==> src/rsi_pkg.sv <==
// Purpose: shared constants for the reset state initializer
// Assumes: APB slave with 32-bit data, one aligned word per register
// Notes:   reset values follow the per-source initial value table
package rsi_pkg;

	// register byte addresses
	localparam logic [7:0] ADDR_FLAGS   = 8'h00;
	localparam logic [7:0] ADDR_WDOG    = 8'h04;
	localparam logic [7:0] ADDR_REMAP   = 8'h08;
	localparam logic [7:0] ADDR_CLKSEL  = 8'h0c;
	localparam logic [7:0] ADDR_TBASE   = 8'h10;
	localparam logic [7:0] ADDR_PORTDIR = 8'h14;
	localparam logic [7:0] ADDR_INTEN   = 8'h18;
	localparam logic [7:0] ADDR_TMREN   = 8'h1c;
	localparam logic [7:0] ADDR_ANASEL  = 8'h20;
	localparam logic [7:0] ADDR_EVSTAT  = 8'h24;
	localparam logic [7:0] ADDR_EVCLR   = 8'h28;
	localparam logic [7:0] ADDR_EVEN    = 8'h2c;

	// flag register layout
	localparam int FLAG_TO_BIT    = 0;
	localparam int FLAG_PD_BIT    = 1;
	localparam int FLAG_CAUSE_LSB = 4;

	// event bits, same layout in status, clear and enable
	localparam int EV_W        = 5;
	localparam int EV_POR      = 0;
	localparam int EV_PIN      = 1;
	localparam int EV_LVR      = 2;
	localparam int EV_WDT_RUN  = 3;
	localparam int EV_WDT_IDLE = 4;

	// register reset values
	localparam logic [7:0] WDOG_RST    = 8'h7a;
	localparam logic [7:0] REMAP_RST   = 8'h50;
	localparam logic [7:0] CLKSEL_RST  = 8'h03;
	localparam logic [7:0] TBASE_RST   = 8'h37;
	localparam logic [7:0] PORTDIR_RST = 8'hff;
	localparam logic [7:0] INTEN_RST   = 8'h00;
	localparam logic [2:0] TMREN_RST   = 3'h0;
	localparam logic [2:0] ANASEL_RST  = 3'h7;

	localparam int TMR_W = 3;
	localparam int ANA_W = 3;
	localparam int REG_W = 8;

	// default hold count; the internal reset stays low one cycle more than this after its source goes away
	localparam int HOLD_CYC_DEF = 4;

	typedef enum logic [2:0] {
		CAUSE_POR,
		CAUSE_PIN,
		CAUSE_LVR,
		CAUSE_WDT_RUN,
		CAUSE_WDT_IDLE
	} rsi_cause_e;

	typedef enum logic {
		ST_HOLD,
		ST_RUN
	} rsi_state_e;

endpackage

==> src/rsi_sticky.sv <==
// Purpose: sticky status bits with set priority over clear
// Assumes: set and clr are single-clock pulses from the same domain
// Notes:   an event in the clearing cycle survives
`timescale 1ns/10ps
module rsi_sticky #(
	parameter int W = 1
) (
	// clock and reset
	input  wire logic         ref_clk,
	input  wire logic         rst_n,
	// control
	input  wire logic [W-1:0] set,
	input  wire logic [W-1:0] clr,
	output logic      [W-1:0] q
);

	logic [W-1:0] q_nxt;

	// set wins so a coincident event is not lost
	always_comb begin
		q_nxt = (q & ~clr) | set;
	end

	always_ff @(posedge ref_clk or negedge rst_n) begin
		if (!rst_n) begin
			q <= '0;
		end else begin
			q <= q_nxt;
		end
	end

endmodule

==> src/rsi_sync.sv <==
// Purpose: two flip-flop synchroniser for asynchronous levels
// Assumes: inputs are quasi-static levels, not pulses
// Notes:   first stage is read only by the second stage
`timescale 1ns/10ps
module rsi_sync #(
	parameter int           W   = 1,
	parameter logic [W-1:0] RST = '0
) (
	// clock and reset
	input  wire logic         ref_clk,
	input  wire logic         rst_n,
	// levels
	input  wire logic [W-1:0] d,
	output logic      [W-1:0] q
);

	logic [W-1:0] meta_r;
	logic [W-1:0] meta_nxt;
	logic [W-1:0] q_nxt;

	// shift one stage per edge
	always_comb begin
		meta_nxt = d;
		q_nxt    = meta_r;
	end

	always_ff @(posedge ref_clk or negedge rst_n) begin
		if (!rst_n) begin
			meta_r <= RST;
			q      <= RST;
		end else begin
			meta_r <= meta_nxt;
			q      <= q_nxt;
		end
	end

endmodule

==> src/rsi_top.sv <==
// Purpose: reset state initializer; decides flags and initial state per reset source
// Assumes: rst_n is the power-on reset; pin and low-voltage inputs are asynchronous
// Notes:   registers are reached over APB with zero wait states
//
// How it works
// - power-on clears timeout and powerdown flags
// - pin or low-voltage reset keeps both flags
// - running watchdog reset sets timeout, keeps powerdown
// - idle watchdog reset sets both flags
// - power-on disables every interrupt source
// - power-on clears watchdog, counting starts at once
// - power-on switches timer counters off
// - power-on makes ports inputs, analog pins selected
// - power-on puts stack pointer at top
// - every reset clears the program counter
// - full resets load the same register defaults whatever the source
// - idle watchdog keeps registers, clears counter low
// - unknown-state registers are not initialised here
//
// Local design decisions: the APB register port and the register addresses.
`timescale 1ns/10ps
module rsi_top
	import rsi_pkg::*;
#(
	parameter int         HOLD_CYC  = HOLD_CYC_DEF,
	parameter int         SP_W      = 3,
	parameter logic [2:0] SP_TOP    = 3'h7
) (
	// clock and reset
	input  wire logic              ref_clk,
	input  wire logic              rst_n,
	// reset sources
	input  wire logic              external_reset_pin_n,
	input  wire logic              low_voltage_reset,
	input  wire logic              wdt_timeout,
	// core status
	input  wire logic              core_idle,
	input  wire logic              core_halt,
	input  wire logic              core_clr_wdt,
	// apb slave
	input  wire logic              psel,
	input  wire logic              penable,
	input  wire logic              pwrite,
	input  wire logic [7:0]        paddr,
	input  wire logic [31:0]       pwdata,
	output logic      [31:0]       prdata,
	output logic                   pready,
	output logic                   pslverr,
	// core control
	output logic                   core_rst_n,
	output logic                   pc_clear,
	output logic                   sp_load,
	output logic      [SP_W-1:0]   sp_load_value,
	output logic                   wdt_clear,
	output logic                   wdt_run,
	// initial state outputs
	output logic      [REG_W-1:0]  watchdog_control,
	output logic      [REG_W-1:0]  pin_remap_control,
	output logic      [REG_W-1:0]  system_clock_select,
	output logic      [REG_W-1:0]  timebase_control,
	output logic      [REG_W-1:0]  port_direction,
	output logic      [REG_W-1:0]  int_enable,
	output logic      [TMR_W-1:0]  timer_enable,
	output logic      [ANA_W-1:0]  analog_input_0_to_2,
	// flags and interrupt
	output logic                   watchdog_timeout_flag,
	output logic                   powerdown_flag,
	output logic                   irq
);

	localparam int CNT_W = $clog2(HOLD_CYC + 1);
	localparam logic [CNT_W-1:0] HOLD_LOAD = CNT_W'(HOLD_CYC);

	// synchronised reset pins
	logic [1:0] pin_sync;
	logic       pin_rst_s;
	logic       lvr_s;

	rsi_sync #(
		.W   (2),
		.RST (2'h0)
	) u_sync (
		.ref_clk (ref_clk),
		.rst_n   (rst_n),
		.d       ({low_voltage_reset, ~external_reset_pin_n}),
		.q       (pin_sync)
	);

	assign pin_rst_s = pin_sync[0];
	assign lvr_s     = pin_sync[1];

	// sequencer state
	rsi_state_e       state_r, state_nxt;
	rsi_cause_e       cause_r, cause_nxt;
	logic [CNT_W-1:0] cnt_r, cnt_nxt;
	logic             src_any;
	logic             apply;

	assign src_any = pin_rst_s | lvr_s | wdt_timeout;
	assign apply   = (state_r == ST_HOLD) && !src_any && (cnt_r == '0);

	// source capture; pin and low voltage outrank a watchdog cause
	always_comb begin
		state_nxt = state_r;
		cause_nxt = cause_r;
		cnt_nxt   = cnt_r;
		unique case (state_r)
			ST_RUN: begin
				if (src_any) begin
					state_nxt = ST_HOLD;
					cnt_nxt   = HOLD_LOAD;
					if (lvr_s) begin
						cause_nxt = CAUSE_LVR;
					end else if (pin_rst_s) begin
						cause_nxt = CAUSE_PIN;
					end else if (core_idle) begin
						cause_nxt = CAUSE_WDT_IDLE;
					end else begin
						cause_nxt = CAUSE_WDT_RUN;
					end
				end
			end
			ST_HOLD: begin
				if (src_any) begin
					cnt_nxt = HOLD_LOAD;
					// power-on stays power-on; a full reset overrides a watchdog cause
					if (cause_r != CAUSE_POR && (lvr_s || pin_rst_s)) begin
						cause_nxt = lvr_s ? CAUSE_LVR : CAUSE_PIN;
					end
				end else if (cnt_r != '0) begin
					cnt_nxt = cnt_r - CNT_W'(1);
				end else begin
					state_nxt = ST_RUN;
				end
			end
		endcase
	end

	always_ff @(posedge ref_clk or negedge rst_n) begin
		if (!rst_n) begin
			state_r <= ST_HOLD;
			cause_r <= CAUSE_POR;
			cnt_r   <= HOLD_LOAD;
		end else begin
			state_r <= state_nxt;
			cause_r <= cause_nxt;
			cnt_r   <= cnt_nxt;
		end
	end

	// core held in reset for the whole hold window
	assign core_rst_n    = (state_r == ST_RUN);
	assign sp_load_value = SP_TOP;
	assign wdt_run       = 1'b1;

	// status flags and initial state registers
	logic             to_r, to_nxt;
	logic             pd_r, pd_nxt;
	logic             full_init;
	logic [REG_W-1:0] wdog_r, wdog_nxt;
	logic [REG_W-1:0] remap_r, remap_nxt;
	logic [REG_W-1:0] clksel_r, clksel_nxt;
	logic [REG_W-1:0] tbase_r, tbase_nxt;
	logic [REG_W-1:0] pdir_r, pdir_nxt;
	logic [REG_W-1:0] inten_r, inten_nxt;
	logic [TMR_W-1:0] tmren_r, tmren_nxt;
	logic [ANA_W-1:0] ana_r, ana_nxt;
	logic             pcc_nxt, spl_nxt, wdc_nxt;
	logic [EV_W-1:0]  ev_en_r, ev_en_nxt;
	logic [EV_W-1:0]  ev_set, ev_clr, ev_stat;
	logic             wr_acc;

	assign wr_acc    = psel & penable & pwrite;
	// idle watchdog leaves the register file alone
	assign full_init = apply && (cause_r != CAUSE_WDT_IDLE);

	always_comb begin
		to_nxt     = to_r;
		pd_nxt     = pd_r;
		wdog_nxt   = wdog_r;
		remap_nxt  = remap_r;
		clksel_nxt = clksel_r;
		tbase_nxt  = tbase_r;
		pdir_nxt   = pdir_r;
		inten_nxt  = inten_r;
		tmren_nxt  = tmren_r;
		ana_nxt    = ana_r;
		ev_en_nxt  = ev_en_r;
		// core side flag upkeep while running
		if (core_halt) begin
			pd_nxt = 1'b1;
		end
		if (core_clr_wdt) begin
			to_nxt = 1'b0;
			pd_nxt = 1'b0;
		end
		// software writes
		if (wr_acc) begin
			unique case (paddr)
				ADDR_WDOG:    wdog_nxt   = pwdata[REG_W-1:0];
				ADDR_REMAP:   remap_nxt  = pwdata[REG_W-1:0];
				ADDR_CLKSEL:  clksel_nxt = pwdata[REG_W-1:0];
				ADDR_TBASE:   tbase_nxt  = pwdata[REG_W-1:0];
				ADDR_PORTDIR: pdir_nxt   = pwdata[REG_W-1:0];
				ADDR_INTEN:   inten_nxt  = pwdata[REG_W-1:0];
				ADDR_TMREN:   tmren_nxt  = pwdata[TMR_W-1:0];
				ADDR_ANASEL:  ana_nxt    = pwdata[ANA_W-1:0];
				ADDR_EVEN:    ev_en_nxt  = pwdata[EV_W-1:0];
				default:      ;
			endcase
		end
		// reset apply wins over software: the core is held in reset anyway
		unique case (cause_r)
			CAUSE_POR: begin
				if (apply) begin
					to_nxt = 1'b0;
					pd_nxt = 1'b0;
				end
			end
			CAUSE_PIN, CAUSE_LVR: begin
				if (apply) begin
					to_nxt = to_r;
					pd_nxt = pd_r;
				end
			end
			CAUSE_WDT_RUN: begin
				if (apply) begin
					to_nxt = 1'b1;
					pd_nxt = pd_r;
				end
			end
			CAUSE_WDT_IDLE: begin
				if (apply) begin
					to_nxt = 1'b1;
					pd_nxt = 1'b1;
				end
			end
		endcase
		if (full_init) begin
			wdog_nxt   = WDOG_RST;
			remap_nxt  = REMAP_RST;
			clksel_nxt = CLKSEL_RST;
			tbase_nxt  = TBASE_RST;
			inten_nxt  = INTEN_RST;
			tmren_nxt  = TMREN_RST;
			pdir_nxt   = PORTDIR_RST;
			ana_nxt    = ANASEL_RST;
		end
		// accumulator, pointers and result words live elsewhere, untouched
		pcc_nxt = apply;
		spl_nxt = apply;
		wdc_nxt = apply;
	end

	always_ff @(posedge ref_clk or negedge rst_n) begin
		if (!rst_n) begin
			to_r     <= 1'b0;
			pd_r     <= 1'b0;
			wdog_r   <= WDOG_RST;
			remap_r  <= REMAP_RST;
			clksel_r <= CLKSEL_RST;
			tbase_r  <= TBASE_RST;
			pdir_r   <= PORTDIR_RST;
			inten_r  <= INTEN_RST;
			tmren_r  <= TMREN_RST;
			ana_r    <= ANASEL_RST;
			ev_en_r  <= '0;
			pc_clear <= 1'b0;
			sp_load  <= 1'b0;
			wdt_clear <= 1'b0;
		end else begin
			to_r     <= to_nxt;
			pd_r     <= pd_nxt;
			wdog_r   <= wdog_nxt;
			remap_r  <= remap_nxt;
			clksel_r <= clksel_nxt;
			tbase_r  <= tbase_nxt;
			pdir_r   <= pdir_nxt;
			inten_r  <= inten_nxt;
			tmren_r  <= tmren_nxt;
			ana_r    <= ana_nxt;
			ev_en_r  <= ev_en_nxt;
			pc_clear <= pcc_nxt;
			sp_load  <= spl_nxt;
			wdt_clear <= wdc_nxt;
		end
	end

	assign watchdog_timeout_flag = to_r;
	assign powerdown_flag        = pd_r;
	assign watchdog_control      = wdog_r;
	assign pin_remap_control     = remap_r;
	assign system_clock_select   = clksel_r;
	assign timebase_control      = tbase_r;
	assign port_direction        = pdir_r;
	assign int_enable            = inten_r;
	assign timer_enable          = tmren_r;
	assign analog_input_0_to_2   = ana_r;

	// one event bit per reset kind, raised at the apply cycle
	always_comb begin
		ev_set = '0;
		if (apply) begin
			unique case (cause_r)
				CAUSE_POR:      ev_set[EV_POR]      = 1'b1;
				CAUSE_PIN:      ev_set[EV_PIN]      = 1'b1;
				CAUSE_LVR:      ev_set[EV_LVR]      = 1'b1;
				CAUSE_WDT_RUN:  ev_set[EV_WDT_RUN]  = 1'b1;
				CAUSE_WDT_IDLE: ev_set[EV_WDT_IDLE] = 1'b1;
			endcase
		end
		ev_clr = (wr_acc && paddr == ADDR_EVCLR) ? pwdata[EV_W-1:0] : '0;
	end

	rsi_sticky #(
		.W (EV_W)
	) u_events (
		.ref_clk (ref_clk),
		.rst_n   (rst_n),
		.set     (ev_set),
		.clr     (ev_clr),
		.q       (ev_stat)
	);

	assign irq = |(ev_stat & ev_en_r);

	// apb read path: data captured in setup, shown in the access cycle
	logic [31:0] rdata_nxt;
	logic        err_nxt;
	logic        hit;

	always_comb begin
		rdata_nxt = prdata;
		err_nxt   = pslverr;
		hit       = 1'b1;
		unique case (paddr)
			ADDR_FLAGS:   rdata_nxt = {25'h0, cause_r, 2'h0, pd_r, to_r};
			ADDR_WDOG:    rdata_nxt = {24'h0, wdog_r};
			ADDR_REMAP:   rdata_nxt = {24'h0, remap_r};
			ADDR_CLKSEL:  rdata_nxt = {24'h0, clksel_r};
			ADDR_TBASE:   rdata_nxt = {24'h0, tbase_r};
			ADDR_PORTDIR: rdata_nxt = {24'h0, pdir_r};
			ADDR_INTEN:   rdata_nxt = {24'h0, inten_r};
			ADDR_TMREN:   rdata_nxt = {29'h0, tmren_r};
			ADDR_ANASEL:  rdata_nxt = {29'h0, ana_r};
			ADDR_EVSTAT:  rdata_nxt = {27'h0, ev_stat};
			ADDR_EVCLR:   rdata_nxt = 32'h0;
			ADDR_EVEN:    rdata_nxt = {27'h0, ev_en_r};
			default: begin
				rdata_nxt = 32'h0;
				hit       = 1'b0;
			end
		endcase
		if (psel && !penable) begin
			err_nxt = !hit;
		end else begin
			rdata_nxt = prdata;
		end
	end

	always_ff @(posedge ref_clk or negedge rst_n) begin
		if (!rst_n) begin
			prdata  <= 32'h0;
			pslverr <= 1'b0;
		end else begin
			prdata  <= rdata_nxt;
			pslverr <= err_nxt;
		end
	end

	// zero wait states; unmapped access ends with pslverr
	assign pready = 1'b1;

endmodule

==> config.mk <==
export PLATFORM = sky130hd
export DESIGN_NAME = rsi_top
export DESIGN_NICKNAME = d
export VERILOG_FILES = /design/src/rsi_pkg.sv /design/src/rsi_sticky.sv /design/src/rsi_sync.sv /design/src/rsi_top.sv
export SDC_FILE = /design/constraint.sdc
export NUM_CORES = 1
export LEC_CHECK = 0
export BUFFER_PORTS_ARGS = -buffer_cell sky130_fd_sc_hd__buf_2
export CORE_MARGIN = 3
export CORE_UTILIZATION = 47
export CTS_CLUSTER_SIZE = 30
export DETAILED_ROUTE_END_ITERATION = 8
export PLACE_DENSITY_LB_ADDON = 0.08
export SLEW_MARGIN = 20
export SYNTH_ARGS = -nofsm -noshare
export SYNTH_HDL_FRONTEND = slang
export SYNTH_HIERARCHICAL = 1
export SYNTH_SLANG_ARGS = --single-unit
==> constraint.sdc <==
create_clock -name ref_clk -period 2.05 [get_ports ref_clk]
set_clock_uncertainty 0.15 [all_clocks]
set_input_delay 0.205 -clock ref_clk [delete_from_list [all_inputs] [get_ports ref_clk]]
set_output_delay 0.205 -clock ref_clk [all_outputs]
set_load 0.1 [all_outputs]
==> impl_metrics.tcl <==
set metrics [dict create \
    status "finished clean" \
    synthesis.area_sq_um 4860 \
    die_area_sq_um 11600 \
    drt-pass1-iter-count 5 \
    max_freq_mhz 521 \
    chipWidth_um 108 \
    post-cts-setup-buffers 0 \
    final_layout_size_suffix_gt1_share_pct 38.0 \
    required_ps 2160 \
    fin_crit_ps 1920 \
    slew_viol_final 0 \
    drtIter0Drc 276 \
    areaGrowthSynthToFinish_pct 19.1 \
    muxShareOfSynthArea_pct 16.5 \
    routedWlPerCell_um 18.6 \
    synth_cell_types 65 \
    ir_worst_vdd_v 0.000914 \
    antenna_left 0 \
    grt_max_degree 41 \
    total_power_mw 5.40 \
    fin_util_pct 58.4 \
    core_area_sq_um 9910 \
    grt_pass1_wl_um 21500 \
    reg2reg_slack_ps 130 \
    final-hold-violation-count 0 \
    drt_wl_total_um 13400 \
    cp.arrival_ps 2030 \
    synthSimpleGateAreaFrac_pct 18.4 \
    async_flop_share_pct 100 \
    hold_class "primary input to register" \
    synth-xor-area-share_pct 0.180 \
    clock-sinks 87 \
    critPathLaunchType "register" \
    synth_top_family_by_area "simple AND/OR/NAND/NOR gates" \
    drc 0 \
    use_met1_pct 35.0 \
    critPathMaxFanout 29 \
    root_buffer "clkbuf_8" \
    numCtsBuffers 9 \
    grt_busiest_layer "met2" \
    fp.dieH_um 108 \
    maxCapViolCount 0 \
    ys_warn_count 6 \
    synthAdderAreaFrac_pct 0.515 \
    rows 36 \
    setup_viol_count_final 0 \
    grt_antenna_before_repair 0 \
    synthCells 464 \
    grt_setup_unrepaired "no" \
    clkTransAtPathRegs_ps 90 \
    grt_overflow 0 \
    cellPowerDensity_nw_per_um2 933 \
    synth_edf_count 0 \
    grt_use_met2_pct 38.9 \
    avgSynthCellArea_sq_um 10.5 \
    ys_seq_area_share_pct 45.5 \
    num-fill-cells 910 \
    htree_num_levels 3 \
    hpwl_um 9800 \
    worstSetupPathType "register to register" \
    io_buffer_count 96 \
    insertion_delay_ps 360 \
    synthFlopType "dfrtp_1" \
    ioPinCount 150 \
    diodes 0 \
    synth_compound_area_share_pct 8.71 \
    cts_buffer_depth 2 \
    grt_pass1_vias 3886 \
    leakage_nw 2.94 \
    grt_usage_pct 24.7 \
    min_period_over_period_pct 93.6 \
    fin_nets 637 \
    place.gp.congestion 0.908 \
    dr_total_vias 3887 \
    viasPerCell 5.38 \
    cts_tree "built" \
    start_util_pct 49.0 \
    met3_usage_pct 3.12 \
    synth-seq-cells 87 \
    endpoint_kind "register" \
]
flip-flops by register name, summed over array words and instances, names as in the netlist, 2 cells and up:
| name | cells |
|---|---|
| int_enable | 8 |
| pin_remap_control | 8 |
| port_direction | 8 |
| prdata | 8 |
| system_clock_select | 8 |
| timebase_control | 8 |
| watchdog_control | 8 |
| ev_en_r | 5 |
| u_events/q | 5 |
| analog_input_0_to_2 | 3 |
| cause_r | 3 |
| cnt_r | 3 |
| timer_enable | 3 |
| u_sync/meta_r | 2 |
| u_sync/q | 2 |
power by group:
group	internal, mW	leakage [nW]	switching, mW
clock network	0.592	0.100	0.602
logic	0.356	1.75	1.69
registers	1.99	1.09	0.169
final timing paths:
| check | from | end | depth (start not counted) |
|---|---|---|---|
| min in group asynchronous | rst_n | prdata[4] | 2 |
| setup / recovery | u_sync/q[0] | watchdog_control[2] | 5 |
| max in group asynchronous | rst_n | analog_input_0_to_2[1] | 3 |
| hold reg to reg | u_sync/meta_r[1] | u_sync/q[1] | 0 |
| setup reg to reg | u_sync/q[0] | watchdog_control[2] | 5 |
| hold / removal | pwdata[1] | analog_input_0_to_2[1] | 3 |
layout make-up:
class,instances,area (sq um),share of cell area [%]
Multi-Input combinational cell,328,2270,39.2
Inverter,18,67.6,1.17
Tap cell,133,166,2.88
Timing Repair Buffer,140,883,15.3
Clock buffer,12,145,2.51
Clock inverter,4,45.0,0.779
Sequential cell,87,2210,38.2
cell usage in the layout (no fill, tap or decap), types with 7 or more instances in the layout:
master / count
buf_2: 95
nor2_2: 17
conb_1: 29
mux2_2: 10
nor2_1: 33
o21ai_0: 18
nand2_1: 43
nand3_1: 11
dfrtp_1: 60
a21oi_1: 9
and2_1: 7
clkbuf_8: 10
inv_1: 16
dlygate4sd3_1: 8
buf_4: 33
dfstp_2: 26
mux2i_1: 60
routing by layer:
| metal | share of wire [%] | vias to the layer above |
|---|---|---|
| met2 | 45 | 168 |
| met3 | 6.3 | 18 |
| met5 | 0 | - |
| met4 | 2.1 | 0 |
| met1 | 47 | 1899 |
| li1 | - | 1802 |
worst max-delay path: stages, from the launching register on:
cell     delay (ps)
dfrtp_1         380
or3_4           390
or3_4           450
nor2_8          140
buf_12          220
nor2_1           80
cells in the mapped netlist, drive strengths merged, types with 3 or more instances:
master / count / area [sq um]
a21o: 5 / 37.5
a21oi: 9 / 45.0
a22oi: 5 / 37.5
a31oi: 5 / 31.3
and2: 7 / 43.8
buf: 48 / 380
clkbuf: 10 / 37.5
dfrtp: 61 / 1530
dfstp: 26 / 683
inv: 17 / 63.8
mux2: 10 / 113
mux2i: 60 / 601
mux4: 4 / 90.1
nand2: 46 / 180
nand2b: 4 / 25.0
nand3: 13 / 75.1
nand4: 5 / 31.3
nor2: 52 / 262
nor3: 6 / 35.0
nor4: 7 / 73.8
nor4b: 3 / 38.8
o21ai: 18 / 90.1
or3: 3 / 28.8
kinds of logic after synthesis:
logic type | Yosys count
flip-flops | 87
adder cells (fa/ha/maj) | 2
buffers and inverters | 76
other | 2
XOR/XNOR | 1
multiplexers | 74
AND/OR/NAND/NOR | 159
AO/OA/AOI/OAI | 63
through the flow:
stage               hold WS, ps  setup TNS [ps]  instances  cell area (sq um)  worst slack [ps]
floorplan                  -241               0        491               4960              67.3
global placement           41.5          -0.467        698               5510            -0.467
detailed placement         39.6           -10.1        698               5510             -10.1
CTS                        12.4               0        722               5790               119
global route               26.8               0        722               5790              47.1
finish                     24.0               0        722               5790               131
repair_timing:
action,4_1_cts,5_1_grt
hold endpoints to repair,45,0
resized for setup,1,0
hold buffers,8,0
setup endpoints to repair,3,0
No activity file was read; power rests on OpenSTA's default activity.
